[src/core/fault_alarm_defs.vh]
// Purpose: Register offsets, field positions and reset values for the fault alarm block.
// Assumes: Classic Wishbone slave with 32-bit data and word-aligned byte addresses.
// Notes: Offsets of the alarm mask and state registers are indices; byte address is 4x.
// Operation
// - Each fault source sets its own state flag independently of the others.
// - Alarm state register is readable over the bus at any time.
// - State register is read-only; a read clears all flags, which may then set again.
// - Open-drain alarm pin is driven active while any reported flag is set.
// - A set mask bit suppresses reporting of that source.
// - After reset thermal mask bit is clear; overvoltage and clamp mask bits are set.
// - Force-current mode: clamp alarm at voltage clamp levels only when clamp enabled.
// - A generated clamp alarm is still subject to the mask register.
// - Force-voltage mode: current clamps always active; clamp enable does not gate alarms. The code ignores the current clamps while clampLevelOutOfRange is set.
// - Force-voltage mode: alarm at current clamp levels, or the 140 percent static limit.
// - On a fault the block only sets flags, sets unmasked interrupt status bits and drives the alarm pin, nothing else.
// - Force-mode select bit 5 of measure control: 0 force-voltage, 1 force-current.
`ifndef FAULT_ALARM_DEFS_VH
`define FAULT_ALARM_DEFS_VH

`define IDX_MEAS_CTRL      7'h1c
`define IDX_ALARM_MASK     7'h1d
`define IDX_ALARM_STATE    7'h1e
`define IDX_IRQ_ENABLE     7'h40
`define IDX_IRQ_CLEAR      7'h41
`define IDX_IRQ_STATUS     7'h42

`define MEAS_CLAMP_EN_BIT  0
`define MEAS_FORCE_SEL_BIT 5
`define MEAS_CTRL_RESET    2'b00

// Alarm flag layout: overvoltage ch0/ch1, clamp ch0/ch1, thermal.
`define FLAG_WIDTH         5
`define FLAG_OV0           0
`define FLAG_OV1           1
`define FLAG_CLAMP0        2
`define FLAG_CLAMP1        3
`define FLAG_THERMAL       4
`define MASK_RESET         5'h0f
`define STATE_RESET        5'h00

// Static current limit as a percentage of full scale.
`define STATIC_LIMIT_PCT   8'd140

`endif

[src/core/fault_sync.v]
`timescale 1ns/1ns
// Purpose: Three-stage synchroniser with agreement filter for asynchronous fault inputs.
// Assumes: One clock domain; srst synchronous active high.
// Notes: The first stage feeds only the second stage.
module fault_sync #(
    parameter WIDTH = 1
) (
    input  wire             clock,
    input  wire             srst,
    input  wire [WIDTH-1:0] asyncIn,
    output reg  [WIDTH-1:0] syncOut
);
    reg [WIDTH-1:0] stage1_q;
    reg [WIDTH-1:0] stage2_q;
    reg [WIDTH-1:0] stage3_q;
    integer i;

    always @(posedge clock) begin
        if (srst) begin
            stage1_q <= {WIDTH{1'b0}};
            stage2_q <= {WIDTH{1'b0}};
            stage3_q <= {WIDTH{1'b0}};
            syncOut  <= {WIDTH{1'b0}};
        end else begin
            stage1_q <= asyncIn;
            stage2_q <= stage1_q;
            stage3_q <= stage2_q;
            // A change counts only once the second and third stages agree.
            for (i = 0; i < WIDTH; i = i + 1) begin
                if (stage2_q[i] == stage3_q[i]) begin
                    syncOut[i] <= stage3_q[i];
                end
            end
        end
    end
endmodule // fault_sync

[src/core/fault_alarm_flag_logic.v]
// The address map and the Wishbone interface to the registers were chosen for this implementation.
`timescale 1ns/1ns
// Purpose: Fault alarm aggregation with read-clear state, mask, interrupt and open-drain pin.
// Assumes: Analog comparators deliver level-reached indications asynchronously.
// Notes: Single clock; Wishbone classic slave answers every access one cycle after request.
//        Comparator levels are filtered before they reach the flags, so a fault shows
//        five clock edges after its input changes.
`include "fault_alarm_defs.vh"

module fault_alarm_flag_logic (
    input  wire        clock,
    input  wire        srst,
    // Wishbone classic slave.
    input  wire        wb_cyc_i,
    input  wire        wb_stb_i,
    input  wire        wb_we_i,
    input  wire [31:0] wb_adr_i,
    input  wire [3:0]  wb_sel_i,
    input  wire [31:0] wb_dat_i,
    output reg  [31:0] wb_dat_o,
    output reg         wb_ack_o,
    output wire        wb_err_o,
    // Overvoltage detector comparisons, per channel.
    input  wire [1:0]  overvoltageLowDetector,
    input  wire [1:0]  overvoltageHighDetector,
    // Pin voltage reached clamp levels (force-current operation), per channel.
    input  wire [1:0]  pinVoltAtClampHigh,
    input  wire [1:0]  pinVoltAtClampLow,
    // Pin current reached clamp levels (force-voltage operation), per channel.
    input  wire [1:0]  pinCurrAtClampHigh,
    input  wire [1:0]  pinCurrAtClampLow,
    // Pin current beyond the static limit, per channel.
    input  wire [1:0]  pinCurrAtStaticLimit,
    // Clamp levels lie outside their functional range, per channel.
    input  wire [1:0]  clampLevelOutOfRange,
    input  wire        thermalFault,
    // Open-drain alarm pin, active low on the wire.
    input  wire        alarmPinIn,
    output wire        alarmPinOut,
    output wire        alarmPinOe,
    output wire        alarmActive,
    output wire        irq
);
    // Register map, word index and byte address:
    //   0x1c (0x070, 0x270)  measure control; bit 0 clamp enable, bit 5 force mode.
    //                        Bit 5 low selects force-voltage, high force-current.
    //                        Byte address bit 9 selects channel 1.
    //   0x1d (0x074)         alarm mask; a set bit suppresses that source.
    //   0x1e (0x078)         alarm state; read-only, cleared by every read.
    //   0x40 (0x100)         interrupt enable.
    //   0x41 (0x104)         interrupt clear; write ones to clear status bits.
    //   0x42 (0x108)         interrupt status; sticky, set by unmasked faults.
    // Flag layout in mask, state and interrupt registers:
    //   bit 0 overvoltage channel 0, bit 1 overvoltage channel 1,
    //   bit 2 clamp channel 0, bit 3 clamp channel 1, bit 4 thermal.
    // Other addresses below 0x400 with bit 9 set alias the register of the same index; all the rest ack and read zero, writes dropped.

    // Synchronised comparator levels. They are asynchronous to the clock, so each one
    // passes three flip-flops and counts only once the last two stages agree.
    wire [1:0] ovLowS;
    wire [1:0] ovHighS;
    wire [1:0] vHighS;
    wire [1:0] vLowS;
    wire [1:0] iHighS;
    wire [1:0] iLowS;
    wire [1:0] iStatS;
    wire [1:0] oorS;
    wire       thermS;

    // Overvoltage detectors of both channels.
    fault_sync #(.WIDTH(4)) u_sync_ov (
        .clock   (clock),
        .srst    (srst),
        .asyncIn ({overvoltageHighDetector, overvoltageLowDetector}),
        .syncOut ({ovHighS, ovLowS})
    );

    // Clamp level comparisons of both channels, voltage and current.
    fault_sync #(.WIDTH(12)) u_sync_clamp (
        .clock   (clock),
        .srst    (srst),
        .asyncIn ({clampLevelOutOfRange, pinCurrAtStaticLimit, pinCurrAtClampLow,
                   pinCurrAtClampHigh, pinVoltAtClampLow, pinVoltAtClampHigh}),
        .syncOut ({oorS, iStatS, iLowS, iHighS, vLowS, vHighS})
    );

    // Thermal sensor.
    fault_sync #(.WIDTH(1)) u_sync_therm (
        .clock   (clock),
        .srst    (srst),
        .asyncIn (thermalFault),
        .syncOut (thermS)
    );

    // Word index of a byte address. Bit 9 picks the channel of the measure control
    // register, so it is left out of the index; anything above it is unmapped.
    function [6:0] wordIndex;
        input [31:0] adr;
        begin
            wordIndex = (adr[31:10] == 22'h0) ? adr[8:2] : 7'h7f;
        end
    endfunction

    // Clamp alarm of one channel; one function keeps both channels alike.
    function clampQualify;
        input forceCurrent;
        input clampOn;
        input voltHigh;
        input voltLow;
        input currHigh;
        input currLow;
        input currStatic;
        input levelsOutOfRange;
        begin
            if (forceCurrent) begin
                // Voltage clamps report only while their enable is set.
                clampQualify = clampOn & (voltHigh | voltLow);
            end else if (levelsOutOfRange) begin
                // Unusable programmed levels leave only the static current limit.
                clampQualify = currStatic;
            end else begin
                // Current clamps are always active; the enable bit is not consulted.
                clampQualify = currHigh | currLow | currStatic;
            end
        end
    endfunction

    // An overvoltage flag merges the low and high detector of one channel.
    function overvoltQualify;
        input lowHit;
        input highHit;
        begin
            overvoltQualify = lowHit | highHit;
        end
    endfunction

    // Next value of a sticky flag set: a set in the clearing cycle wins.
    function [`FLAG_WIDTH-1:0] stickyNext;
        input [`FLAG_WIDTH-1:0] held;
        input [`FLAG_WIDTH-1:0] clear;
        input [`FLAG_WIDTH-1:0] set;
        begin
            stickyNext = (held & ~clear) | set;
        end
    endfunction

    // Places a flag field in the low bits of a bus word.
    function [31:0] flagWord;
        input [`FLAG_WIDTH-1:0] flags;
        begin
            flagWord = {{(32-`FLAG_WIDTH){1'b0}}, flags};
        end
    endfunction

    // True for every word index that holds a register.
    function addrMapped;
        input [6:0] index;
        begin
            case (index)
                `IDX_MEAS_CTRL,
                `IDX_ALARM_MASK,
                `IDX_ALARM_STATE,
                `IDX_IRQ_ENABLE,
                `IDX_IRQ_CLEAR,
                `IDX_IRQ_STATUS: addrMapped = 1'b1;
                default:         addrMapped = 1'b0;
            endcase
        end
    endfunction

    // Per-channel measure control: clamp enable and force-mode select.
    reg  [1:0]             clampEnable_q;
    reg  [1:0]             forceModeSelect_q;
    reg  [`FLAG_WIDTH-1:0] alarmMask_q;
    reg  [`FLAG_WIDTH-1:0] alarmState_q;
    reg  [`FLAG_WIDTH-1:0] alarmState_d;
    reg  [`FLAG_WIDTH-1:0] irqStatus_q;
    reg  [`FLAG_WIDTH-1:0] irqStatus_d;
    reg  [`FLAG_WIDTH-1:0] irqClearBits;
    reg  [`FLAG_WIDTH-1:0] irqEnable_q;
    reg  [`FLAG_WIDTH-1:0] faultNow;
    reg  [1:0]             clampFault;
    reg  [31:0]            readData;

    // A request is taken only while ack is low, so a held strobe is not taken twice.
    wire       request     = wb_cyc_i & wb_stb_i & ~wb_ack_o;
    wire [6:0] idx         = wordIndex(wb_adr_i);
    // Bit 9 of the byte address picks the measure control channel.
    wire       chanSel     = wb_adr_i[9];
    wire       mapped      = addrMapped(idx);
    wire       writeOp     = request & wb_we_i & wb_sel_i[0];
    wire       readOp      = request & ~wb_we_i;
    wire       readClear   = readOp & (idx == `IDX_ALARM_STATE);
    wire       writeMask   = writeOp & (idx == `IDX_ALARM_MASK);
    wire       writeMeas   = writeOp & (idx == `IDX_MEAS_CTRL);
    wire       writeIrqEn  = writeOp & (idx == `IDX_IRQ_ENABLE);
    wire       writeIrqClr = writeOp & (idx == `IDX_IRQ_CLEAR);

    // Present fault of every source, each on its own flag.
    always @* begin
        // Channel 0 clamp alarm.
        clampFault[0] = clampQualify(forceModeSelect_q[0],
                                     clampEnable_q[0],
                                     vHighS[0],
                                     vLowS[0],
                                     iHighS[0],
                                     iLowS[0],
                                     iStatS[0],
                                     oorS[0]);
        // Channel 1 clamp alarm.
        clampFault[1] = clampQualify(forceModeSelect_q[1],
                                     clampEnable_q[1],
                                     vHighS[1],
                                     vLowS[1],
                                     iHighS[1],
                                     iLowS[1],
                                     iStatS[1],
                                     oorS[1]);
        faultNow                = {`FLAG_WIDTH{1'b0}};
        faultNow[`FLAG_OV0]     = overvoltQualify(ovLowS[0], ovHighS[0]);
        faultNow[`FLAG_OV1]     = overvoltQualify(ovLowS[1], ovHighS[1]);
        faultNow[`FLAG_CLAMP0]  = clampFault[0];
        faultNow[`FLAG_CLAMP1]  = clampFault[1];
        faultNow[`FLAG_THERMAL] = thermS;
    end

    // Sticky flags. A fault in the clearing cycle survives the read-clear, so no
    // event is lost between one read and the next.
    always @* begin
        alarmState_d = stickyNext(alarmState_q, {`FLAG_WIDTH{readClear}}, faultNow);
    end

    // Interrupt status sets only for unmasked sources; a set beats a clear.
    always @* begin
        irqClearBits = writeIrqClr ? wb_dat_i[`FLAG_WIDTH-1:0] : {`FLAG_WIDTH{1'b0}};
        irqStatus_d  = stickyNext(irqStatus_q, irqClearBits, faultNow & ~alarmMask_q);
    end

    // Flags only record faults; no other state reacts to them.
    always @(posedge clock) begin
        if (srst) begin
            alarmState_q <= `STATE_RESET;
        end else begin
            alarmState_q <= alarmState_d;
        end
    end

    // Interrupt status register.
    always @(posedge clock) begin
        if (srst) begin
            irqStatus_q <= {`FLAG_WIDTH{1'b0}};
        end else begin
            irqStatus_q <= irqStatus_d;
        end
    end

    // Thermal reporting is on out of reset; the other sources start suppressed.
    always @(posedge clock) begin
        if (srst) begin
            alarmMask_q <= `MASK_RESET;
        end else if (writeMask) begin
            alarmMask_q <= wb_dat_i[`FLAG_WIDTH-1:0];
        end
    end

    // Measure control holds one copy per channel; address bit 9 selects it.
    always @(posedge clock) begin
        if (srst) begin
            clampEnable_q     <= 2'b00;
            forceModeSelect_q <= `MEAS_CTRL_RESET;
        end else if (writeMeas) begin
            clampEnable_q[chanSel]     <= wb_dat_i[`MEAS_CLAMP_EN_BIT];
            forceModeSelect_q[chanSel] <= wb_dat_i[`MEAS_FORCE_SEL_BIT];
        end
    end

    // Interrupt enable register.
    always @(posedge clock) begin
        if (srst) begin
            irqEnable_q <= {`FLAG_WIDTH{1'b0}};
        end else if (writeIrqEn) begin
            irqEnable_q <= wb_dat_i[`FLAG_WIDTH-1:0];
        end
    end

    // Read mux; the state register is reachable at any time.
    always @* begin
        readData = 32'h00000000;
        case (idx)
            `IDX_ALARM_STATE: begin
                readData = flagWord(alarmState_q);
            end
            `IDX_ALARM_MASK: begin
                readData = flagWord(alarmMask_q);
            end
            `IDX_MEAS_CTRL: begin
                readData[`MEAS_CLAMP_EN_BIT]  = clampEnable_q[chanSel];
                readData[`MEAS_FORCE_SEL_BIT] = forceModeSelect_q[chanSel];
            end
            `IDX_IRQ_ENABLE: begin
                readData = flagWord(irqEnable_q);
            end
            `IDX_IRQ_STATUS: begin
                readData = flagWord(irqStatus_q);
            end
            `IDX_IRQ_CLEAR: begin
                readData = 32'h00000000;
            end
            default: begin
                readData = 32'h00000000;
            end
        endcase
    end

    // Unmapped addresses still ack and read zero, so the master never hangs.
    always @(posedge clock) begin
        if (srst) begin
            wb_ack_o <= 1'b0;
        end else begin
            wb_ack_o <= request;
        end
    end

    // Read data stands only with ack; zero otherwise keeps the idle bus quiet.
    always @(posedge clock) begin
        if (srst) begin
            wb_dat_o <= 32'h00000000;
        end else if (readOp && mapped) begin
            wb_dat_o <= readData;
        end else begin
            wb_dat_o <= 32'h00000000;
        end
    end

    // Every access completes normally; there is no error response.
    assign wb_err_o = 1'b0;

    // Masked OR of flags drives the open-drain pin low.
    assign alarmActive = |(alarmState_q & ~alarmMask_q);
    assign alarmPinOut = 1'b0;
    assign alarmPinOe  = alarmActive;
    assign irq         = |(irqStatus_q & irqEnable_q);
endmodule // fault_alarm_flag_logic

[config.mk]
export PLATFORM = sky130hd
export DESIGN_NAME = fault_alarm_flag_logic
export DESIGN_NICKNAME = d
export VERILOG_FILES = /design/src/core/fault_sync.v /design/src/core/fault_alarm_flag_logic.v
export VERILOG_INCLUDE_DIRS = /design/src /design/src/core
export SDC_FILE = /design/constraint.sdc
export NUM_CORES = 1
export LEC_CHECK = 0
export BUFFER_PORTS_ARGS = -buffer_cell sky130_fd_sc_hd__buf_4
export CAP_MARGIN = 20
export CORE_MARGIN = 5
export CORE_UTILIZATION = 39
export CTS_BUF_LIST = sky130_fd_sc_hd__clkbuf_4 sky130_fd_sc_hd__clkbuf_8
export CTS_CLUSTER_SIZE = 20
export DETAILED_ROUTE_END_ITERATION = 7
export GPL_TIMING_DRIVEN = 0
export PLACE_DENSITY = 0.77
export SYNTH_ARGS = -nofsm -noshare
export SYNTH_HDL_FRONTEND = slang
export SYNTH_SLANG_ARGS = --single-unit
[constraint.sdc]
create_clock -name clock -period 1.5 [get_ports clock]
set_input_delay 0.15 -clock clock [delete_from_list [all_inputs] [get_ports clock]]
set_output_delay 0.15 -clock clock [all_outputs]
set_load 0.05 [all_outputs]
==> results_dict.tcl, run 1 <==
set metrics [dict create \
    slew_headroom_pct 63.4 \
    numCtsBuffers 9 \
    synthSimpleGateAreaFrac_pct 23.9 \
    finalCritPeriodShare_pct 117 \
    combPwrFrac_pct 11.6 \
    grt_max_degree 20 \
    yosys_warnings 0 \
    p_per_area_mw_per_mm2 936 \
    final-setup-viol-count 2 \
    area.growth.synth_to_final_pct 33.1 \
    grt_usage_pct 15.8 \
    hold_viol 0 \
    p_sw_uw 1320 \
    insertion_delay_ps 370 \
    cts_max_path_buffers 2 \
    fp-row-count 36 \
    p_leak_uw 0.00215 \
    worst_pin_slew_ps 549 \
    clock.fmax_mhz 568 \
    yosysUniqueCellTypes 47 \
    nets 633 \
    die_w_um 110 \
    synth_edf_count 0 \
    synth_xor_area_share_pct 0 \
    gp_congestion 0.941 \
    postRouteAntennaNets 0 \
    ys_seq_elements 99 \
    first_pass_iters 4 \
    clock_skew_ps 9.36 \
    drt_iter0_drc 93 \
    synthAdderAreaFrac_pct 0 \
    synthCells 410 \
    die_area_sq_mm 0.0122 \
    p_seq_share_pct 55.3 \
    cts_tree "built" \
    clockPowerShare_pct 33.1 \
    io-pin-count 129 \
    post_drt_wl_per_cell_um 13.6 \
    start_util_pct 40.0 \
    die_h_um 110 \
    via_count 3280 \
    clockRootBuffer "clkbuf_8" \
    muxShareOfSynthArea_pct 2.99 \
    total_power_uw 4890 \
    antennaDiodeCount 0 \
    critPathLaunchType "flop" \
    rsz0062_at_grt "yes" \
    p_sw_share_pct 26.9 \
    maxSlewViolCount 0 \
    antenna_found_initial 0 \
    clock-sinks 99 \
    grt_pass1_wl_mm 14.8 \
    cts.clk_slew.worst_paths_ps 90 \
    grt_pass1_vias 3142 \
    fin_util_pct 53.2 \
    worstPathRequired_ps 1350 \
    run_status "complete, but fails checks" \
    violations "setup timing" \
    h-tree-depth 3 \
    wl_mm 9.26 \
    syn_area_sq_mm 0.00393 \
    drv_cap 0 \
    syn_area_per_cell_sq_um 9.58 \
    dp_hpwl_mm 7.05 \
    layout-drive-gt1-share_pct 29.3 \
    arrival_ps 1610 \
    setup_ws_ps -261 \
    port_buffers 67 \
    post-place-ws_ps -398 \
    overflow 0 \
    synth_top_family_by_area "simple AND/OR/NAND/NOR gates" \
    synth_compound_area_share_pct 14.8 \
    fillCellCount 915 \
    endpoint_kind "primary output" \
    vias_per_cell 4.82 \
    p_int_uw 3580 \
    synthFlopType "dfxtp_1" \
    ys_seq_area_share_pct 50.4 \
    path_max_fanout 2 \
    coreArea_sq_mm 0.00982 \
    hold_path_class "in -> reg" \
    fin_crit_ps 1760 \
    ir_worst_vdd_uv 702 \
    drc_errors 0 \
    synthArstFlopShare_pct 0 \
    critPathKind "reg -> out" \
]
[power by group through the flow]
stage	clock, uW	combinational (uW)	sequential, uW
5_1_grt	1760	615	2710
3_5_place_dp	0	516	2770
4_1_cts	1660	559	2710
6_report	1620	569	2710
2_1_floorplan	0	342	2760
3_3_place_gp	0	507	2760
[cells by family after synthesis]
logic type / Yosys count
DFF: 99
muxes: 11
buffers and inverters: 50
other: 1
and+or+nand+nor: 153
AOI/OAI and AO/OA: 96
[cells in the mapped netlist, types with 2 or more instances]
master    instances  share of area (%)
nand3_1           3               0.38
dfxtp_1          99                 50
buf_2             3               0.38
buf_1             2               0.19
nor2_1           12                1.1
a222oi_1          2               0.51
nand2_1          29                2.8
a221oi_1          3               0.67
or2_2             2               0.32
nor3_1           10                1.3
a31oi_1           6               0.96
a21oi_1          29                3.7
a22oi_1           7                1.3
nor2b_1          57                9.1
nor4_4            2                1.1
clkbuf_1          9               0.86
o21bai_1          4               0.76
buf_4            30                5.7
nand3b_1          2               0.38
or4_4             2               0.57
and4_1            2               0.45
inv_1             6               0.57
mux2i_1           5                1.3
mux2_2            6                1.7
nand4_1           7                1.1
o31ai_1           6                1.1
o21ai_0          30                3.8
nand2b_1          2               0.32
a22o_1            5                1.1
nor4_1           11                1.8
[worst max-delay path, stage by stage, from the launching register on]
cell and delay (ps):
dfxtp_2 360, inv_2 30, a222oi_1 360, o221ai_2 180
buf_4 170, buf_8 140
[metal layers]
layer  track usage [%]  routed length [um]
met1              18.4                3830
met2              28.1                4600
met3              3.73                 590
met4              5.54                 234
met5                 0                   0
[path summary, 6_finish.rpt]
check | start | end | slack, ps | cells after the start
max | alarmMask_q[0]$_SDFFE_PP1P_ | alarmPinOe | -260 | 5
min | wb_dat_i[0] | irqStatus_q[0]$_SDFF_PP0_ | 20 | 2
max reg2reg | wb_ack_o$_SDFF_PP0_ | irqStatus_q[4]$_SDFF_PP0_ | 80 | 5
min reg2reg | u_sync_ov.stage1_q[1]$_SDFF_PP0_ | u_sync_ov.stage2_q[1]$_SDFF_PP0_ | 440 | 1
[registers in the layout, indices dropped and copies added (netlist names), 2 cells and up]
signal	cells
u_sync_ov.syncOut	4
u_sync_ov.stage2_q	4
clampEnable_q	2
u_sync_clamp.stage2_q	12
forceModeSelect_q	2
u_sync_clamp.stage3_q	12
irqStatus_q	5
alarmState_q	5
u_sync_clamp.stage1_q	12
u_sync_ov.stage1_q	4
u_sync_clamp.syncOut	12
irqEnable_q	5
wb_dat_o	6
u_sync_ov.stage3_q	4
alarmMask_q	5
[cells in the final DEF, fill, tap and decap left out, types with 6 or more instances in the layout]
| cell | netlist | routed |
|---|---|---|
| nor2_1 | 12 | 12 |
| clkbuf_8 | 0 | 9 |
| nor2b_1 | 57 | 57 |
| dfxtp_1 | 99 | 94 |
| a31oi_1 | 6 | 6 |
| nor4_1 | 11 | 8 |
| nand2_1 | 29 | 29 |
| buf_4 | 30 | 104 |
| clkbuf_1 | 9 | 9 |
| mux2_2 | 6 | 6 |
| o21ai_0 | 30 | 30 |
| a22oi_1 | 7 | 7 |
| dlygate4sd3_1 | 0 | 18 |
| conb_1 | 1 | 28 |
| o31ai_1 | 6 | 6 |
| a21oi_1 | 29 | 29 |
| nor3_1 | 10 | 8 |
| nand4_1 | 7 | 7 |
[metrics by stage]
stage,cell area [sq um],std cells,hold slack [ps],setup TNS [ps]
after floorplan,4050,437,248,-5.32
after global placement,4720,637,359,-5950
after detailed placement,4720,637,364,-8210
after global routing,5230,680,5.37,-575
final,5230,680,18.8,-436
after CTS,5160,677,3.50,-485
[what timing repair did]
action / 4_1_cts / 5_1_grt
pin swaps: 4 / 4
setup buffers: 6 / 3
endpoints found under the hold margin: 18 / 0
hold buffers: 18 / 0
endpoints found under the setup margin: 14 / 29
resized for setup: 11 / 8
[cell type report]
type                       instances  area (sq um)  share of cell area, %
sequential                        99          1990                   38.0
multi-input combinational        288          1820                   34.8
timing repair buffer              94           762                   14.6
buffer                            44           282                   5.38
tap                              133           166                   3.18
clock buffer                       9           124                   2.37
clock inverter                     7          66.3                   1.27
inverter                           6          22.5                  0.431
No activity file was read; power rests on OpenSTA's default activity.
==> inputs of run 2 (changes only) <==
CELL_PAD_IN_SITES_DETAIL_PLACEMENT = 0   (was not set)
CELL_PAD_IN_SITES_GLOBAL_PLACEMENT = 2   (was not set)
CORE_UTILIZATION = 28   (was 39)
PLACE_DENSITY = 0.88   (was 0.77)
==> results_dict.tcl, run 2 (synthesis results as in run 1) <==
set metrics [dict create \
    reg2reg_depth 5 \
    grt_usage_pct 12.1 \
    worstPathRequired_ps 1350 \
    clock.fmax_mhz 561 \
    drv_cap 0 \
    p_int_uw 3790 \
    fp-row-count 43 \
    final_common_cell "buf_4" \
    wl_mm 9.96 \
    final_cells 726 \
    hold_path_class "in -> reg" \
    fillCellCount 1392 \
    final_cell_mix "103 x buf_4, 94 x dfxtp_1, 57 x nor2b_1" \
    hold-path-endpoint "u_sync_ov.stage1_q[2]$_SDFF_PP0_" \
    p_sw_uw 1300 \
    p_per_area_mw_per_mm2 961 \
    clockPowerShare_pct 35.6 \
    reg2reg_slack_ps 50 \
    startpoint "alarmMask_q[0]$_SDFFE_PP1P_" \
    grt_max_degree 19 \
    multiInputGateArea_sq_mm 0.00180 \
    numCtsBuffers 9 \
    gp_congestion 0.881 \
    grt_pass1_vias 3214 \
    clock_skew_ps 13.2 \
    final-setup-viol-count 3 \
    p_seq_share_pct 53.2 \
    slew_headroom_pct 58.4 \
    die_w_um 128 \
    clockRootBuffer "clkbuf_8" \
    first_pass_iters 4 \
    fin_crit_ps 1780 \
    timing.rr.end "forceModeSelect_q[0]$_SDFFE_PP0P_" \
    critPathLaunchType "flop" \
    rr_startpoint "wb_ack_o$_SDFF_PP0_" \
    antenna_found_initial 0 \
    min_from "overvoltageHighDetector[0]" \
    worst_pin_slew_ps 615 \
    placed_cells_incl_taps 684 \
    post-place-ws_ps -411 \
    clock-sinks 99 \
    antennaDiodeCount 0 \
    hold_viol 0 \
    dp_hpwl_mm 7.66 \
    post_drt_wl_per_cell_um 13.7 \
    run_status "complete, but fails checks" \
    start_util_pct 28.4 \
    register_area_sq_mm 0.00199 \
    path_max_fanout 2 \
    endpoint_kind "primary output" \
    critPathKind "reg -> out" \
    vias_per_cell 4.49 \
    hold_depth 2 \
    postRouteAntennaNets 0 \
    setup_ws_ps -282 \
    overflow 0 \
    coreArea_sq_mm 0.0138 \
    rsz0062_at_grt "yes" \
    via_count 3260 \
    fin_util_pct 38.3 \
    io-pin-count 129 \
    nets 632 \
    cts.clk_slew.worst_paths_ps 100 \
    grt_pass1_wl_mm 15.9 \
    port_buffers 67 \
    cts_tree "built" \
    violations "setup timing" \
    area.growth.synth_to_final_pct 34.7 \
    insertion_delay_ps 370 \
    total_power_uw 5090 \
    drt_iter0_drc 108 \
    maxSlewViolCount 0 \
    p_sw_share_pct 25.6 \
    die_h_um 128 \
    arrival_ps 1630 \
    ir_worst_vdd_uv 505 \
    die_area_sq_mm 0.0165 \
    p_leak_uw 0.00215 \
    layout-drive-gt1-share_pct 28.8 \
    drc_errors 0 \
    cts_max_path_buffers 2 \
    h-tree-depth 3 \
    finalCritPeriodShare_pct 119 \
    combPwrFrac_pct 11.2 \
]
-- run 2: changes by cell type in the layout (fill, tap and decap cells not counted), sizes merged --
cell / before / now
bufinv: 0 / 1
clkinv: 1 / 3
buf: 111 / 110
clkbuf: 18 / 19
inv: 10 / 8
clkinvlp: 2 / 0
-- run 2: repair_timing --
| item | in CTS | in global routing |
|---|---|---|
| hold buffers | 18 | 0 |
| gates cloned | 0 | 0 |
| pin swaps | 4 | 4 |
| gates resized for setup | 11 | 5 |
| endpoints found under the hold margin | 18 | 0 |
| setup endpoints to repair | 16 | 21 |
| buffers inserted | 4 | 4 |
-- run 2: how the worst max path moves through the flow --
stage,to,slack [ps],cells after the start
CTS,alarmPinOe,-320,5
global route,alarmPinOe,-360,5
finish,alarmPinOe,-280,5
floorplan,alarmPinOe,-5,4
detailed placement,irqStatus_q[1]$_SDFF_PP0_,-410,5
global placement,irqStatus_q[1]$_SDFF_PP0_,-350,6
-- run 2: area by class of cell --
class	count	share of cell area, %
sequential	99	37.6
multi-input combinational	288	34.0
timing repair buffer	93	14.3
buffer	44	5.32
tap	180	4.25
clock buffer	10	2.60
clock inverter	6	1.58
inverter	6	0.425
-- run 2: critical path, stage by stage (launching register included) --
cell and delay, ps:
dfxtp_2 360, inv_2 40, a222oi_1 350, o221ai_2 200, buf_4 180, buf_8 140
-- run 2: power by group through the flow --
stage / Sequential, uW / Combinational, uW / Clock, uW
5_1_grt: 2720 / 613 / 1980
3_5_place_dp: 2770 / 524 / 0
4_1_cts: 2710 / 568 / 1880
3_3_place_gp: 2770 / 519 / 0
2_1_floorplan: 2760 / 342 / 0
6_report: 2710 / 570 / 1810
-- run 2: per-layer routing --
layer,GRT usage (%),part of all wire (%)
met1,15.1,45
met2,20.2,48
met3,3.32,6.5
met4,3.93,1.4
met5,0,0
-- run 2: metrics by stage --
| stage | instance area, sq um | hold slack (ps) | TNS (ps) |
|---|---|---|---|
| 2_1_floorplan | 4050 | 248 | -5.32 |
| 3_3_place_gp | 4770 | 363 | -8390 |
| 3_5_place_dp | 4770 | 364 | -10740 |
| 4_1_cts | 5240 | 19.7 | -610 |
| 5_1_grt | 5290 | 28.5 | -893 |
| 6_report | 5290 | 33.0 | -490 |
